## config.mk

```make
export PLATFORM = sky130hd
export DESIGN_NAME = dapc_top
export DESIGN_NICKNAME = d
export VERILOG_FILES = /design/src/dapc_top.v
export VERILOG_INCLUDE_DIRS = /design/src
export SDC_FILE = /design/constraint.sdc
export NUM_CORES = 1
export LEC_CHECK = 0
export ABC_AREA = 1
export BUFFER_PORTS_ARGS = -buffer_cell sky130_fd_sc_hd__buf_2
export CORE_ASPECT_RATIO = 0.9
export CORE_UTILIZATION = 50
export DETAILED_ROUTE_END_ITERATION = 8
export PLACE_DENSITY = 0.65
export SYNTH_ARGS = -nofsm -noshare
export SYNTH_HDL_FRONTEND = slang
export SYNTH_SLANG_ARGS = --single-unit
```

## constraint.sdc

```tcl
create_clock -name mclk -period 2.8 [get_ports mclk]
set_input_delay 0.14 -clock mclk [delete_from_list [all_inputs] [get_ports mclk]]
set_output_delay 0.14 -clock mclk [all_outputs]
set_load 0.02 [all_outputs]
```

## src/dapc_map.vh

```
// Purpose: Constants of the dual converter output and power control block
// Assumes: Included by dapc_top.v only
// Notes: Register address is the serial-port address of the output mode register
`ifndef DAPC_MAP_VH
`define DAPC_MAP_VH

// Register map
`define DAPC_ADDR_W 13
`define DAPC_OUT_MODE_ADDR 13'h014
`define DAPC_OUT_MODE_RST 8'h00
`define DAPC_OM_TRI_A 0
`define DAPC_OM_TRI_B 1

// Serial-port power modes
`define DAPC_PM_RUN 2'h0
`define DAPC_PM_DOWN 2'h1
`define DAPC_PM_STBY 2'h2

// Serial-port output codings
`define DAPC_FMT_OB 2'h0
`define DAPC_FMT_TC 2'h1
`define DAPC_FMT_GRAY 2'h2

// Data path
`define DAPC_BITS 11
`define DAPC_WORD_W 24
`define DAPC_LATENCY 5'h0c
`define DAPC_FIFO_DEPTH 16
`define DAPC_FIFO_AW 4

`endif

```

## src/dapc_top.v

```verilog
// Purpose: Power state, three-state and output coding control of a dual 11-bit converter
// Assumes: mclk at 20 MHz, sample clock far slower and sampled as a plain input
// Notes: The converter core delivers offset binary codes, already saturated
`timescale 1ns/1ns
`include "dapc_map.vh"

// Sample delay buffer; pushes and pops in one cycle when full-level is steady
module dapc_fifo #(
    parameter W = 24,
    parameter D = 16,
    parameter AW = 4
) (
    // Clock and reset
    input wire mclk,
    input wire srst,
    input wire flush,
    // Filling side
    input wire in_valid,
    output wire in_ready,
    input wire [W-1:0] in_data,
    // Draining side
    output wire out_valid,
    input wire out_ready,
    output wire [W-1:0] out_data,
    // Fill level
    output wire [AW:0] count
);
    reg [W-1:0] mem [0:D-1];
    reg [AW-1:0] wp_r;
    reg [AW-1:0] rp_r;
    reg [AW:0] cnt_r;
    wire push;
    wire pop;

    assign out_valid = (cnt_r != {(AW+1){1'b0}});
    assign pop = out_valid && out_ready;
    // A pop in the same cycle frees the slot, so a full buffer still accepts
    assign in_ready = (cnt_r != D[AW:0]) || pop;
    assign push = in_valid && in_ready;
    assign out_data = mem[rp_r];
    assign count = cnt_r;

    always @(posedge mclk) begin
        if (push) begin
            mem[wp_r] <= in_data;
        end
    end

    always @(posedge mclk) begin
        if (srst || flush) begin
            wp_r <= {AW{1'b0}};
            rp_r <= {AW{1'b0}};
            cnt_r <= {(AW+1){1'b0}};
        end else begin
            if (push) begin
                wp_r <= wp_r + {{(AW-1){1'b0}}, 1'b1};
            end
            if (pop) begin
                rp_r <= rp_r + {{(AW-1){1'b0}}, 1'b1};
            end
            if (push && !pop) begin
                cnt_r <= cnt_r + {{AW{1'b0}}, 1'b1};
            end else if (pop && !push) begin
                cnt_r <= cnt_r - {{AW{1'b0}}, 1'b1};
            end
        end
    end
endmodule // dapc_fifo

// Overview of operation
// Power-down entered on pin or serial request
// Power-down three-states every output driver
// Pin driven low resumes normal conversion
// Serial standby keeps reference powered
// Pin mode: format pin selects OB/TC
// Pin mode: stabilizer pin disables/enables stabilizer
// Serial mode: offset binary, twos, gray
// Output-disable pin low enables data drivers
// Output-disable pin high three-states data drivers
// Controller must not toggle disable rapidly
// Register bit three-states each channel separately
// Sample appears twelve sample clocks later
// Outputs update after each sample rising edge
// Two forwarded data clocks accompany data
// Data valid at forwarded clock rising edge
// Offset binary codes 000,400,7ff
// Twos complement saturates, overrange flag passed
// Four fast-level pins per channel, same three-state
// Either power-down source alone powers down
module dapc_top (
    // Clock and reset
    input wire mclk,
    input wire srst,
    // Pins from outside
    input wire sample_clk,
    input wire power_down_request,
    input wire serial_clock_or_format_select_pin,
    input wire serial_io_or_stabilizer_select_pin,
    input wire monitor_out_or_output_disable_pin,
    // Converter core results
    input wire [10:0] core_code_a,
    input wire core_or_a,
    input wire [3:0] core_fast_a,
    input wire [10:0] core_code_b,
    input wire core_or_b,
    input wire [3:0] core_fast_b,
    // Serial-port decoded controls
    input wire serial_mode,
    input wire [1:0] serial_power_mode,
    input wire [1:0] serial_format,
    input wire serial_dco_invert,
    // Register access from the serial-port decoder
    input wire reg_wr,
    input wire [12:0] reg_addr,
    input wire [7:0] reg_wdata,
    output wire [7:0] reg_rdata,
    // Channel A outputs
    output wire [10:0] data_a,
    output wire data_a_oe,
    output wire or_a,
    output wire [3:0] fast_level_outputs_a,
    output wire fast_a_oe,
    // Channel B outputs
    output wire [10:0] data_b,
    output wire data_b_oe,
    output wire or_b,
    output wire [3:0] fast_level_outputs_b,
    output wire fast_b_oe,
    // Forwarded data clocks
    output wire forwarded_data_clock_a,
    output wire forwarded_data_clock_b,
    output wire dco_oe,
    // Core power and clock controls
    output wire duty_cycle_stabilizer,
    output wire reference_on,
    output wire core_on,
    output wire [2:0] power_state
);
    localparam [2:0] ST_RUN = 3'h1;
    localparam [2:0] ST_STBY = 3'h2;
    localparam [2:0] ST_DOWN = 3'h4;

    // Coding of one offset binary code per selected format
    function [10:0] dapc_encode;
        input [10:0] code;
        input twos;
        input gray;
        begin
            if (gray) begin
                dapc_encode = code ^ {1'b0, code[10:1]};
            end else if (twos) begin
                dapc_encode = {~code[10], code[9:0]};
            end else begin
                dapc_encode = code;
            end
        end
    endfunction

    // Two-stage synchronisers; stage one is read only by stage two
    reg [4:0] pin_s1_r;
    reg [4:0] pin_s2_r;
    reg [31:0] core_s1_r;
    reg [31:0] core_s2_r;
    reg sclk_d_r;
    reg [2:0] state_r;
    reg [2:0] state_nxt;
    reg [7:0] out_mode_r;
    reg [10:0] data_a_r;
    reg [10:0] data_b_r;
    reg or_a_r;
    reg or_b_r;
    reg [3:0] fast_a_r;
    reg [3:0] fast_b_r;
    reg dco_r;
    reg twos_r;
    reg gray_r;
    reg dcs_r;

    wire sclk_s = pin_s2_r[0];
    wire pd_pin_s = pin_s2_r[1];
    wire fmt_pin_s = pin_s2_r[2];
    wire dcs_pin_s = pin_s2_r[3];
    wire oe_pin_s = pin_s2_r[4];
    wire sample_stb = sclk_s && !sclk_d_r;
    wire running = (state_r == ST_RUN);
    wire serial_pd = serial_mode && (serial_power_mode == `DAPC_PM_DOWN);
    wire serial_sb = serial_mode && (serial_power_mode == `DAPC_PM_STBY);
    wire pd_any = pd_pin_s || serial_pd;

    // Delay buffer signals
    wire [23:0] fifo_in;
    wire [23:0] fifo_out;
    wire fifo_in_ready;
    wire fifo_out_valid;
    wire [4:0] fifo_count;
    wire fifo_pop;
    wire fifo_push;

    // Synchronisers run through reset: a pin already high at release must not look like an edge
    always @(posedge mclk) begin
        pin_s1_r <= {monitor_out_or_output_disable_pin, serial_io_or_stabilizer_select_pin,
                     serial_clock_or_format_select_pin, power_down_request, sample_clk};
        pin_s2_r <= pin_s1_r;
        core_s1_r <= {core_fast_b, core_or_b, core_code_b, core_fast_a, core_or_a, core_code_a};
        core_s2_r <= core_s1_r;
        sclk_d_r <= sclk_s;
    end

    // Power state machine
    always @* begin
        state_nxt = state_r;
        case (state_r)
            ST_RUN: begin
                if (pd_any) begin
                    state_nxt = ST_DOWN;
                end else if (serial_sb) begin
                    state_nxt = ST_STBY;
                end
            end
            ST_STBY: begin
                if (pd_any) begin
                    state_nxt = ST_DOWN;
                end else if (!serial_sb) begin
                    state_nxt = ST_RUN;
                end
            end
            ST_DOWN: begin
                if (!pd_any) begin
                    state_nxt = serial_sb ? ST_STBY : ST_RUN;
                end
            end
            default: begin
                state_nxt = ST_DOWN;
            end
        endcase
    end

    always @(posedge mclk) begin
        if (srst) begin
            state_r <= ST_RUN;
        end else begin
            state_r <= state_nxt;
        end
    end

    // Output mode register
    always @(posedge mclk) begin
        if (srst) begin
            out_mode_r <= `DAPC_OUT_MODE_RST;
        end else if (reg_wr && (reg_addr == `DAPC_OUT_MODE_ADDR)) begin
            out_mode_r <= reg_wdata;
        end
    end
    assign reg_rdata = (reg_addr == `DAPC_OUT_MODE_ADDR) ? out_mode_r : 8'h00;

    // Format and stabilizer selection; pin straps are followed live
    always @(posedge mclk) begin
        if (srst) begin
            twos_r <= 1'b0;
            gray_r <= 1'b0;
            dcs_r <= 1'b1;
        end else if (serial_mode) begin
            twos_r <= (serial_format == `DAPC_FMT_TC);
            gray_r <= (serial_format == `DAPC_FMT_GRAY);
            dcs_r <= 1'b1;
        end else begin
            twos_r <= fmt_pin_s;
            gray_r <= 1'b0;
            dcs_r <= dcs_pin_s;
        end
    end

    // Twelve-sample delay: pop only once the buffer holds the latency depth
    assign fifo_in = {core_s2_r[27:16], core_s2_r[11:0]};
    assign fifo_push = sample_stb && running;
    assign fifo_pop = fifo_push && (fifo_count >= `DAPC_LATENCY);

    dapc_fifo #(
        .W(`DAPC_WORD_W),
        .D(`DAPC_FIFO_DEPTH),
        .AW(`DAPC_FIFO_AW)
    ) u_delay (
        .mclk(mclk),
        .srst(srst),
        .flush(!running),
        .in_valid(fifo_push),
        .in_ready(fifo_in_ready),
        .in_data(fifo_in),
        .out_valid(fifo_out_valid),
        .out_ready(fifo_pop),
        .out_data(fifo_out),
        .count(fifo_count)
    );

    // Output registers load on the sample clock rising edge
    always @(posedge mclk) begin
        if (srst) begin
            data_a_r <= 11'h000;
            data_b_r <= 11'h000;
            or_a_r <= 1'b0;
            or_b_r <= 1'b0;
            fast_a_r <= 4'h0;
            fast_b_r <= 4'h0;
        end else if (!running) begin
            data_a_r <= 11'h000;
            data_b_r <= 11'h000;
            or_a_r <= 1'b0;
            or_b_r <= 1'b0;
            fast_a_r <= 4'h0;
            fast_b_r <= 4'h0;
        end else if (sample_stb) begin
            // Fast level bits bypass the long pipeline on purpose
            fast_a_r <= core_s2_r[15:12];
            fast_b_r <= core_s2_r[31:28];
            if (fifo_pop && fifo_out_valid && fifo_in_ready) begin
                data_a_r <= dapc_encode(fifo_out[10:0], twos_r, gray_r);
                or_a_r <= fifo_out[11];
                data_b_r <= dapc_encode(fifo_out[22:12], twos_r, gray_r);
                or_b_r <= fifo_out[23];
            end
        end
    end

    // Forwarded clock rises mid-sample, away from the data change; with serial_dco_invert set in serial mode it falls mid-sample instead
    always @(posedge mclk) begin
        if (srst) begin
            dco_r <= 1'b0;
        end else begin
            dco_r <= (~sclk_s) ^ (serial_mode && serial_dco_invert);
        end
    end

    // Three-state control; the disable pin is meant for slow use only
    wire drv_on = running && !oe_pin_s;
    assign data_a_oe = drv_on && !out_mode_r[`DAPC_OM_TRI_A];
    assign data_b_oe = drv_on && !out_mode_r[`DAPC_OM_TRI_B];
    assign fast_a_oe = data_a_oe;
    assign fast_b_oe = data_b_oe;
    assign dco_oe = running;

    assign data_a = data_a_r;
    assign data_b = data_b_r;
    assign or_a = or_a_r;
    assign or_b = or_b_r;
    assign fast_level_outputs_a = fast_a_r;
    assign fast_level_outputs_b = fast_b_r;
    assign forwarded_data_clock_a = dco_r;
    assign forwarded_data_clock_b = dco_r;
    assign duty_cycle_stabilizer = dcs_r;
    assign reference_on = (state_r != ST_DOWN);
    assign core_on = running;
    assign power_state = state_r;
endmodule // dapc_top

```

After elaboration in Yosys (flattened, before gate mapping)

Memories as Yosys holds them, arrays and structs flattened. A register that Yosys moved wholly into a read port is not among the register bits.
Index checks and enable logic that the tools add are counted.

Bits of input ports: 67
Flip-flop bits (word level): 135
RAM bits: 384
Word-level logic and storage cells: 98
Memories: 1

Order comparisons: 1
Reductions and logical operators: 32
Muxes and demuxes: 19
$add $sub $neg: 4
Bitwise operators: 8
Eq/ne operators: 13

Memory list:

| name        | words | width | read ports | clocked after memory_dff | wr ports | line          | text |
|---|---|---|---|---|---|---|---|
| u_delay.mem | 16    | 24    | 1          | 1                        | 1        | dapc_top.v:28 | `reg [W-1:0] mem [0:D-1];` |

Operator list:

| operator                                                                             | count |
|---|---|
| 11-bit two-way mux                                                                   | 4 |
| 11-bit by 10-bit XOR with 11-bit output                                              | 2 |
| 1-bit logical AND                                                                    | 15 |
| 3-bit two-way mux                                                                    | 5 |
| 13-bit by 5-bit equality test with 1-bit output (second input constant)              | 1 |
| 5-bit two-way mux                                                                    | 2 |
| 3-bit one-hot mux with 3 select lines                                                | 1 |
| 4-bit by 1-bit adder with 4-bit output (second input constant)                       | 2 |
| 4-bit two-way mux                                                                    | 2 |
| 8-bit two-way mux                                                                    | 1 |
| 1-bit zero test                                                                      | 7 |
| 3-bit != test (second input constant)                                                | 2 |
| 2-bit OR reduction                                                                   | 3 |
| 5-bit by 1-bit adder with 5-bit output (second input constant)                       | 1 |
| 5-bit by 4-bit greater-or-equal comparator with 1-bit output (second input constant) | 1 |
| 5-bit != test (second input constant)                                                | 1 |
| 1-bit NOT                                                                            | 5 |
| 5-bit nonzero test                                                                   | 1 |
| 5-bit by 1-bit subtractor with 5-bit output (second input constant)                  | 1 |
| 2-bit by 1-bit equality test with 1-bit output (second input constant)               | 2 |
| 2-bit equality test (second input constant)                                          | 2 |
| 3-bit by 1-bit equality test with 1-bit output (second input constant)               | 1 |
| 3-bit by 2-bit equality test with 1-bit output (second input constant)               | 1 |
| 3-bit equality test (second input constant)                                          | 1 |
| 9 further kinds                                                                      | 13 |

Depth between registers and ports, before layout

Gate-level depths: netlist (run 1).

Word-level depth: 11
Mapped depth: 17
Gate-level depth less buffers: 17

Modules after synthesis

From an unflattened synthesis (run 1), not the netlist that was laid out.

Cells, all modules: 1961
Area, all modules: 20807.5 sq um

By module, submodules not included:

| module    | area each (sq um) | sequential area each (sq um) | times used | cells each |
|---|---|---|---|---|
| dapc_fifo | 16652.2           | 11871.4                      | 1          | 1468 |
| dapc_top  | 4155.2            | 2442.3                       | 1          | 493 |

Worst setup path after synthesis (run 1)

Ideal clock, no wire load.

Path type: flip-flop to flip-flop
From: register state_r[0] (netlist: power_state[0])
To: register u_delay.cnt_r[4] (netlist: u_delay.count[4])
Stages on the path, launching flop included: 16
Setup time: 0.119 ns
Period minus slack after synthesis: 2.535 ns
Data required time: 2.681 ns
Path slack: 0.265 ns
Arrival time: 2.415 ns
Cell sequence: dfxtp_1 -> nand3_2 -> nor2_8 -> inv_2 -> nor2_8 -> inv_1 -> ha_1 -> inv_1 -> ha_1 -> a21o_1 -> a21oi_1 -> nor2_1 -> nor2_1 -> nand2_1 -> o21ai_0 -> a21oi_1

Longest elaborated chain between the ends: 9
Elaborated cells between the ends (all ways): 14

RTL lines:

| element                                            | line           | text |
|---|---|---|
| start, declared                                    | dapc_top.v:165 | `reg [2:0] state_r;` |
| start signal, assigned                             | dapc_top.v:242 | `state_r <= state_nxt;` |
| 3-bit by 1-bit equality test with 1-bit output (*) | dapc_top.v:185 | `wire running = (state_r == ST_RUN);` |
| 1-bit logical AND (*)                              | dapc_top.v:275 | `assign fifo_push = sample_stb && running;` |
| 1-bit logical AND                                  | dapc_top.v:276 | `` assign fifo_pop = fifo_push && (fifo_count >= `DAPC_LATENCY); `` |
| 1-bit logical AND                                  | dapc_top.v:36  | `assign pop = out_valid && out_ready;` |
| 1-bit logical OR                                   | dapc_top.v:38  | `assign in_ready = (cnt_r != D[AW:0]) \|\| pop;` |
| 1-bit logical AND (*)                              | dapc_top.v:39  | `assign push = in_valid && in_ready;` |
| named net u_delay.push                             | dapc_top.v:32  | `wire push;` |
| 1-bit zero test                                    | dapc_top.v:63  | `end else if (pop && !push) begin` |
| 1-bit logical AND                                  | dapc_top.v:63  |  |
| 2-bit nonzero test (no source line)                | -              |  |
| end signal, assigned                               | dapc_top.v:53  | `cnt_r <= {(AW+1){1'b0}};` |
| end signal, assigned                               | dapc_top.v:62  | `cnt_r <= cnt_r + {{AW{1'b0}}, 1'b1};` |
| end signal, assigned                               | dapc_top.v:64  | `cnt_r <= cnt_r - {{AW{1'b0}}, 1'b1};` |
| end, declared                                      | dapc_top.v:31  | `reg [AW:0] cnt_r;` |

The timed path passes the listed nets; every way through them passes the cells marked *.
A chain may end at the register's enable or synchronous reset.

Worst setup path after layout (run 1)

From: register pin_s2_r[0]
To: register u_delay.cnt_r[4] (netlist: u_delay.count[4])

Longest elaborated chain between the ends: 9
Elaborated cells between the ends (all ways): 12

RTL lines:

| element                             | line           | text |
|---|---|---|
| start, declared                     | dapc_top.v:161 | `reg [4:0] pin_s2_r;` |
| start signal, assigned              | dapc_top.v:203 | `pin_s2_r <= pin_s1_r;` |
| 1-bit logical AND (*)               | dapc_top.v:184 | `wire sample_stb = sclk_s && !sclk_d_r;` |
| 1-bit logical AND (*)               | dapc_top.v:275 |  |
| 1-bit logical AND                   | dapc_top.v:276 |  |
| 1-bit logical AND                   | dapc_top.v:36  |  |
| 1-bit logical OR                    | dapc_top.v:38  |  |
| 1-bit logical AND (*)               | dapc_top.v:39  |  |
| named net u_delay.push              | dapc_top.v:32  |  |
| 1-bit zero test                     | dapc_top.v:63  |  |
| 1-bit logical AND                   | dapc_top.v:63  |  |
| 2-bit nonzero test (no source line) | -              |  |

Marks and branches as above.

==> impl_results.rst, run 1 <==
.. list-table::
   :header-rows: 1

   * - Metric
     - Value
   * - Result of the run
     - finished clean
   * - Final-layout fill cell count
     - between 3k and 4k
   * - Top cell type's share of synthesized area
     - 55.2%
   * - Startpoint of the lowest-slack register-to-register path
     - pin_s2_r[0]$_DFF_P_
   * - Floorplan die height
     - 196 um
   * - Hold_ws
     - roughly 0.054 ns
   * - Net count after synthesis
     - 2129
   * - Pins over their slew limit
     - 0
   * - Smallest setup slack after layout
     - about 0.26 ns
   * - Design Power
     - 15.7 mW
   * - Kind of critical path
     - reg2reg
   * - Post-route clock skew
     - 0.0219 ns
   * - Worst slew slack as a fraction of its limit
     - 23.6%
   * - Type of destination of the critical path
     - flip-flop
   * - Wire length of the first global-routing pass
     - 78900 um
   * - Slew at the pin closest to its max-slew limit
     - between 1 and 1.5 ns
   * - Worst Setup Slack post-DPL
     - 0.234 ns
   * - Core Region
     - 40900 um^2
   * - Cell taking the most area after synthesis
     - edfxtp_1
   * - P per Cell Area
     - 636 nW/um^2
   * - Global routing usage summed across all routing layers
     - 24.5%
   * - Commonest non-fill, non-tap cells in the layout
     - nand2_1 (584), edfxtp_1 (384), inv_1 (330), nand3_1 (296), dfxtp_1 (136)
   * - Remaining number of nets flagged by the antenna check after routing
     - 0
   * - Placed cell areas
     - 22300 um^2
   * - Number of enable-type register cells in the synthesized netlist
     - ~380
   * - Cell with the largest stage delay on the worst path
     - dfxtp_1
   * - Unique cell type count in the Yosys netlist
     - 31
   * - Ant diodes
     - 0
   * - Critical path arrival
     - 3.01 ns
   * - Fraction of power spent switching nets
     - just over 20%
   * - Cells taking the most area after synthesis
     - edfxtp_1 (55%), dfxtp_1 (13%), nand2_1 (10%), nand3_1 (7.1%), inv_1 (6.0%)
   * - Max Fclk
     - 394 MHz
   * - Number of global-route vias before repair
     - 14.0k
   * - Class of the tightest hold or removal check
     - in2reg
   * - Area occupied by multi-input gates
     - 4990 um^2
   * - Post-layout instance count excluding filler cells
     - 2816
   * - Post-Synthesis Cells
     - approximately 2.1k
   * - Starting density of the core
     - 51.1%
   * - H-tree depth
     - 2
   * - Detailed-route via count
     - 14.6k
   * - Total Routed Length
     - 51200 um
   * - Minimum clock period after layout
     - 2.54 ns
   * - Top Ports
     - 120
   * - Maximum buffer depth of the clock tree
     - 3
   * - Setup fix buffers added after clock tree synthesis
     - 0
   * - CP Launch Point
     - pin_s2_r[0]$_DFF_P_
   * - Switching component of the power
     - roughly 3.2 mW
   * - CTS tree
     - yes
   * - Data required time at the worst endpoint
     - 3.28 ns
   * - CTS Root Buffer Type
     - clkbuf_16
   * - Avg Vias per Cell
     - 5.18
   * - Count of buffer and inverter cells on the critical path
     - 5
   * - Warnings, synthesis
     - 0
   * - Post-DP HPWL
     - 27000 um
   * - Number of antenna violations at the first check in global routing
     - 0
   * - Flop pwr share
     - 54.1%
   * - RSZ-0062 raised after global routing
     - no
   * - Layout cell share with drive strength beyond 1
     - between 10% and 20%
   * - Clk_lat worst skew
     - 0.60 ns
   * - Count of endpoints failing setup in the final report
     - 0
   * - Post-synthesis to final-layout area growth
     - 17.9%
   * - Clock power frac
     - 43.8%
   * - Netlist Area Pre-Place
     - 20900 um^2
   * - Setup TNS
     - 0 ns
   * - Met2 wire length
     - 24600 um
   * - Post-synthesis async set-or-reset flop share
     - 0%
   * - Final core utilization
     - 60.3%
   * - Placed instance count
     - 2659
   * - Wire length the detailed router placed on met1
     - 21200 um
   * - Full die area
     - 42600 um^2
   * - Leakage power
     - about 11 nW
   * - Total gr overflow
     - 0
   * - Number of synthesized register bits
     - 523
   * - Storage cell area
     - 14300 um^2
   * - Crit Path Max Fanout
     - 10
   * - Critical path startpoint category
     - flip-flop
   * - Number of cell rows
     - 70
   * - Share of the clock period used by the worst path
     - 90.6%
   * - Count of clock tree sinks
     - 523
   * - Largest stage delay on the critical path
     - 0.37 ns
   * - Average detailed-routed wire length per instance
     - 18.2 um
   * - Met3 wire length
     - 3610 um
   * - Largest net degree at the start of global routing
     - 120
   * - Number of violations of the max-capacitance limit
     - 0
   * - Hold path startpoint
     - serial_power_mode[1]
   * - Most common library cell in the layout ignoring fill and taps
     - nand2_1
   * - Remaining DRCs
     - 0
   * - Clock-pin slew on the worst setup and hold paths
     - 0.06 ns
   * - Kind of cell with the highest combined delay on the critical path
     - compound AO/OA/AOI/OAI gates
   * - Overall die width
     - 218 um
   * - Comb pwr share
     - 2.1%
   * - Count of routing violations after the opening detailed-route iteration
     - 1281
   * - Top metal layer carrying routed signals
     - met4
   * - Internal power
     - 12.5 mW
   * - Final weighted congestion of routability-driven global placement
     - between 0.7 and 0.8
   * - Final Hold Vio Count
     - 0
   * - Worst-case vdd ir drop
     - between 0.0006 and 0.0007 V
   * - Ys flop type
     - edfxtp_1
   * - Number of clock buffers inserted by TritonCTS
     - 51
   * - Final Instance Area
     - approximately 25000 um^2
   * - Number of search-and-repair iterations in the first detailed-routing pass
     - 5
   * - Critical Path, Cell by Cell
     - inv_2 > nor2_8 > inv_4 > nor2_8 > inv_2 > nor2_8 > inv_2 > ha_2 > inv_1 > ha_1 > a21o_1 > a21oi_1 > nor2_1 > nor2_1 > nand2_1 > o21ai_0 > a21oi_1
   * - Average cell area after synthesis
     - ~10 um^2
   * - Total of buffers placed on input and output ports
     - 119
   * - Nets@finish
     - 2310
   * - Sequential fraction of the synthesis area
     - between 60% and 70%
-- worst reg2reg max path: stages, from the launching register on --
cell and delay [ns]:
dfxtp_1 0.37, inv_2 0.08, nor2_8 0.09, inv_4 0.08
nor2_8 0.16, inv_2 0.10, nor2_8 0.09, inv_2 0.06
ha_2 0.18, inv_1 0.14, ha_1 0.30, a21o_1 0.20
a21oi_1 0.16, nor2_1 0.06, nor2_1 0.08, nand2_1 0.06
o21ai_0 0.16, a21oi_1 0.06
-- cell families (layout without fill, tap and decap cells) --
family | count (synthesis) | in the layout | synth area share [%]
and+or+nand+nor | 966 | 966 | 19.5
adders and majority gates | 10 | 10 | 0.634
AOI/OAI and AO/OA | 115 | 115 | 2.95
buffers and inverters | 433 | 657 | 8.24
xor gates and xnor gates | 5 | 5 | 0.210
DFF | 523 | 523 | 68.5
-- power groups by stage --
stage	Clock [mW]	Combinational (mW)	Sequential [mW]
finish	6.87	0.333	8.48
global route	7.29	0.364	8.49
CTS	6.98	0.328	8.48
detailed placement	0	0.270	8.64
global placement	0	0.264	8.64
floorplan	0	0.149	8.61
-- worst paths after layout --
path | endpoint | slack [ns] | depth (start not counted)
worst max-delay path | u_delay.count[4]$_SDFFE_PP0P_ | 0.26 | 17
worst min register to register | core_s2_r[5]$_DFF_P_ | 0.32 | 0
worst max register to register | u_delay.count[4]$_SDFFE_PP0P_ | 0.26 | 17
worst min-delay path | power_state[2]$_SDFFE_PP0P_ | 0.05 | 6
-- cell usage after synthesis, types with 3 or more instances --
cell type  instances
nand2_1          584
edfxtp_1         384
inv_1            332
nand3_1          296
dfxtp_1          139
nor2_1            69
buf_2             58
o21ai_0           50
a21oi_1           44
clkbuf_1          22
o211ai_1          10
buf_1              9
ha_1               9
nor3_1             9
buf_4              6
o21ai_1            5
inv_2              4
nor2_8             3
xor2_1             3
-- layout make-up --
class                   instances  area share (%)
multi-input cells            1096            20.3
clock buffers                  76            6.40
flip-flops and latches        523            58.1
repair buffers                223            6.76
clock inverters                20           0.569
well taps                     540            2.74
inverters                     338            5.17
-- registers in the layout (all words and copies together), names as in the netlist, named ones only --
name / count
u_delay.rp_r: 4
forwarded_data_clock_a: 1
or_a: 1
sclk_d_r: 1
pin_s2_r: 5
out_mode_r: 8
pin_s1_r: 5
data_a: 11
u_delay.mem: 384
fast_level_outputs_b: 4
fast_level_outputs_a: 4
or_b: 1
core_s1_r: 32
duty_cycle_stabilizer: 1
u_delay.count: 5
core_s2_r: 32
data_b: 11
u_delay.wp_r: 4
power_state: 3
gray_r: 1
twos_r: 1
-- what timing repair did --
action | 4_1_cts | 5_1_grt
hold buffers | 61 | 0
endpoints found under the setup margin | 0 | 1
gates resized for setup | 0 | 2
hold endpoints to repair | 52 | 0
-- metal layers --
layer	vias up	GRT usage [%]
met5	-	0
met4	0	10.3
met3	132	4.06
met2	550	40.9
met1	6894	31.9
li1	7005	-
(Power assumes the default switching activity.)
==> run 2, diff against run 1 <==
--- a/config.mk
+++ b/config.mk
@@ -8,3 +8,2 @@
 export LEC_CHECK = 0
-export ABC_AREA = 1
 export BUFFER_PORTS_ARGS = -buffer_cell sky130_fd_sc_hd__buf_2
@@ -13,3 +12,3 @@
 export DETAILED_ROUTE_END_ITERATION = 8
-export PLACE_DENSITY = 0.65
+export PLACE_DENSITY = 0.66
 export SYNTH_ARGS = -nofsm -noshare
==> constraint.sdc (replaced) <==
create_clock -name mclk -period 2.8 [get_ports mclk]
set_input_delay 0.56 -clock mclk [delete_from_list [all_inputs] [get_ports mclk]]
set_output_delay 0.56 -clock mclk [all_outputs]
set_load 0.02 [all_outputs]
==> run 2 against run 1 <==
Net effect: the flow now finishes with violations (design-rule violations); critical path depth decreased by 13; area after synthesis shrank 10%; total power grew 0.68%; die area fell by 9.9%; via count decreased by 35%; clock power is 3% higher; first-iteration DRC count down 38%; largest power group unchanged; highest routed layer is now met5.
==> impl_results.rst, run 2 <==
.. list-table::
   :header-rows: 1

   * - Metric
     - Value
   * - Post-route clock skew
     - 0.0235 ns (+0.00163 ns)
   * - Most instantiated cells after synthesis
     - edfxtp_1 (384), dfxtp_1 (139), mux4_2 (98)
   * - Critical Path, Cell by Cell
     - or3b_1 > buf_4 > nor3_1 > buf_2
   * - Number of global-route vias before repair
     - 9388 (-33%)
   * - Critical path startpoint category
     - flip-flop
   * - Post-synthesis async set-or-reset flop share
     - 0% (unchanged)
   * - Netlist Area Pre-Place
     - 18800 um^2 (-10%)
   * - Failing checks
     - design-rule violations
   * - Leading registers by flop count
     - u_delay.mem: 384 flops, core_s1_r: 32 flops, core_s2_r: 32 flops
   * - Count of clock tree sinks
     - 523 (unchanged)
   * - Class of the tightest hold or removal check
     - in2reg
   * - CTS tree
     - yes
   * - Data required time at the worst endpoint
     - 2.24 ns (-1.04 ns)
   * - Placed instance count
     - 1611 (-39%)
   * - Number of violations of the max-capacitance limit
     - 0 (unchanged)
   * - Final weighted congestion of routability-driven global placement
     - 0.766 (-3.9%)
   * - Max Fclk
     - 380 MHz (-3.6%)
   * - Largest stage delay on the critical path
     - 0.42 ns (+0.05 ns)
   * - Minimum clock period after layout
     - 2.63 ns (+0.0943 ns)
   * - Clk_lat worst skew
     - 0.59 ns (about the same)
   * - Post-Synthesis Cells
     - 1006 (-51%)
   * - Layout cell share with drive strength beyond 1
     - 33.1% (+21 points)
   * - Core Region
     - 37100 um^2 (-9.2%)
   * - Top register by number of flip-flops
     - u_delay.mem
   * - Top cell type's share of synthesized area
     - 61.3% (+6.1 points)
   * - Average detailed-routed wire length per instance
     - 23.0 um (+26%)
   * - Largest register FFs
     - 384 (unchanged)
   * - Hold_ws
     - 0.0667 ns (+0.0132 ns)
   * - Kind of critical path
     - reg2out
   * - Leakage power
     - 7.49 nW (-29%)
   * - Kind of cell with the highest combined delay on the critical path
     - simple AND/OR/NAND/NOR gates
   * - Clock-pin slew on the worst setup and hold paths
     - 0.06 ns (about the same)
   * - Full die area
     - 38400 um^2 (-9.9%)
   * - Post-layout instance count excluding filler cells
     - 1704 (-39%)
   * - Worst slew slack as a fraction of its limit
     - 40.7% (+17 points)
   * - Design Power
     - 15.8 mW (+0.68%)
   * - Cell taking the most area after synthesis
     - edfxtp_1
   * - Count of routing violations after the opening detailed-route iteration
     - 791 (-38%)
   * - CTS Root Buffer Type
     - clkbuf_16
   * - Final Instance Area
     - 22200 um^2 (-10%)
   * - Setup TNS
     - 0 ns (unchanged)
   * - Cell with the largest stage delay on the worst path
     - or3b_1
   * - Crit Path Max Fanout
     - 4 (-6)
   * - Ys flop type
     - edfxtp_1
   * - Global routing usage summed across all routing layers
     - 21.2% (-3.4 points)
   * - Commonest non-fill, non-tap cells in the layout
     - edfxtp_1 (384), dfxtp_1 (136), buf_2 (119), mux4_2 (98), nand2_1 (75)
   * - Unique cell type count in the Yosys netlist
     - 44 (+42%)
   * - Average cell area after synthesis
     - 18.7 um^2 (+84%)
   * - Result of the run
     - finished, violations left
   * - Warnings, synthesis
     - 0 (unchanged)
   * - Setup fix buffers added after clock tree synthesis
     - 0 (unchanged)
   * - Post-synthesis to final-layout area growth
     - 17.8%
   * - Most used standard cell by instance count after synthesis
     - edfxtp_1
   * - Nets@finish
     - 1257 (-46%)
   * - Number of cell rows
     - 67 (-4.3%)
   * - Top Ports
     - 120 (unchanged)
   * - Detailed-route via count
     - 9480 (-35%)
   * - Post-DP HPWL
     - 23800 um (-12%)
   * - Wire length of the first global-routing pass
     - 58200 um (-26%)
   * - Maximum buffer depth of the clock tree
     - 3 (unchanged)
   * - H-tree depth
     - 2 (unchanged)
   * - P per Cell Area
     - 712 nW/um^2 (+12%)
   * - Remaining number of nets flagged by the antenna check after routing
     - 0 (unchanged)
   * - Number of synthesized register bits
     - 523 (unchanged)
   * - Cells taking the most area after synthesis
     - edfxtp_1 (61%), dfxtp_1 (15%), mux4_2 (12%), nand2_1 (1.5%), a22oi_1 (1.4%)
   * - Total gr overflow
     - 0 (unchanged)
   * - Remaining DRCs
     - 13 (+13)
   * - Worst-case vdd ir drop
     - 0.000501 V (-26%)
   * - Pins over their slew limit
     - 0 (unchanged)
   * - Number of antenna violations at the first check in global routing
     - 1 (+1)
   * - Number of clock buffers inserted by TritonCTS
     - 50 (-2.0%)
   * - Share of the clock period used by the worst path
     - 93.9% (+3.4 points)
   * - Largest net degree at the start of global routing
     - 63 (-48%)
   * - Most common library cell in the layout ignoring fill and taps
     - edfxtp_1
   * - Slew at the pin closest to its max-slew limit
     - 0.888 ns (-0.257 ns)
   * - Count of endpoints failing setup in the final report
     - 0 (unchanged)
   * - Floorplan die height
     - 186 um (-5.1%)
   * - Critical path arrival
     - 2.07 ns (-0.94 ns)
   * - Count of buffer and inverter cells on the critical path
     - 2 (-3)
   * - Avg Vias per Cell
     - 5.56 (+7.4%)
   * - Post-CTS sizing
     - 0 (unchanged)
   * - Ant diodes
     - 0 (unchanged)
   * - Placed cell areas
     - 20400 um^2 (-8.6%)
   * - Total Routed Length
     - 39200 um (-24%)
   * - Overall die width
     - 206 um (-5.1%)
   * - Number of search-and-repair iterations in the first detailed-routing pass
     - 7 (+2)
   * - Final Hold Vio Count
     - 0 (unchanged)
   * - Sequential fraction of the synthesis area
     - 76.1% (+7.6 points)
   * - Number of hold buffers added after cts
     - 0 (-100%)
   * - Starting density of the core
     - 50.7% (-0.44 points)
   * - Number of enable-type register cells in the synthesized netlist
     - 384 (unchanged)
   * - Net count after synthesis
     - 1083 (-49%)
   * - RSZ-0062 raised after global routing
     - no
   * - Type of destination of the critical path
     - output pin
   * - Total of buffers placed on input and output ports
     - 119 (unchanged)
## run 2: changes by cell type after synthesis, moves of 32 or more
cell     change
a22oi_1     +36
buf_2       -47
nand3_1    -288
o21ai_0     -32
nand2_1    -509
mux4_2      +98
inv_1      -326
## run 2: worst register-to-register path, stage by stage, from the launching register on
cell,delay (ns)
dfxtp_2,0.36
or3b_1,0.42
nor2_2,0.15
ha_1,0.20
inv_1,0.10
fa_1,0.42
a21o_1,0.18
a21oi_1,0.17
xnor2_1,0.09
or3_1,0.30
a21oi_1,0.14
## run 2: per-layer routing
layer	global-route usage (%)	routed length, um	up-vias
li1	-	-	4268
met1	30.4	17500	4893
met2	33.0	18500	264
met3	4.53	2470	53
met4	5.53	692	2
met5	0	13	-
## run 2: stage by stage
stage | setup WS, ns | utilization [%]
final | 0.170 | 59.7
after global routing | 0.00571 | 59.7
after CTS | 0.123 | 59.7
after detailed placement | 0.147 | 54.9
after global placement | 0.160 | 54.9
after floorplan | 0.0358 | -
## run 2: report_power, final
group          internal (mW)  switching (mW)  leakage (nW)
registers               8.38          0.0936          4.60
clock network           4.26            2.81         0.877
logic                  0.108           0.138          2.01
## run 2: layout make-up
| cell class | count | area [um^2] |
|---|---|---|
| clock buffers | 69 | 1440 |
| clock inverters | 24 | 319 |
| fillers | 2705 | 15000 |
| inverters | 6 | 22.5 |
| multi-input cells | 423 | 4340 |
| flip-flops and latches | 523 | 14300 |
| well taps | 483 | 604 |
| repair buffers | 176 | 1110 |
## run 2: path summary, 6_finish.rpt
check                                                 start                       endpoint  slack, ns  cells past startpoint
worst max-delay path            power_state[0]$_SDFFE_PP1P_                      data_b_oe       0.17                      4
worst min-delay path                         core_code_a[3]           core_s1_r[3]$_DFF_P_       0.07                      1
worst max register to register  power_state[0]$_SDFFE_PP1P_  u_delay.count[4]$_SDFFE_PP0P_       0.21                     10
worst min register to register        core_s1_r[28]$_DFF_P_          core_s2_r[28]$_DFF_P_       0.32                      0
## run 2: kinds of logic (layout without fill, tap and decap cells)
| logic type | Yosys count | after routing | share of synthesized area, % |
|---|---|---|---|
| buffers and inverters | 60 | 275 | 1.52 |
| multiplexers | 103 | 103 | 12.0 |
| AO/OA/AOI/OAI | 114 | 114 | 4.30 |
| adder cells (fa/ha/maj) | 10 | 10 | 0.705 |
| AND/OR/NAND/NOR | 162 | 162 | 3.83 |
| XOR/XNOR | 34 | 34 | 1.58 |
| flip-flops | 523 | 523 | 76.1 |
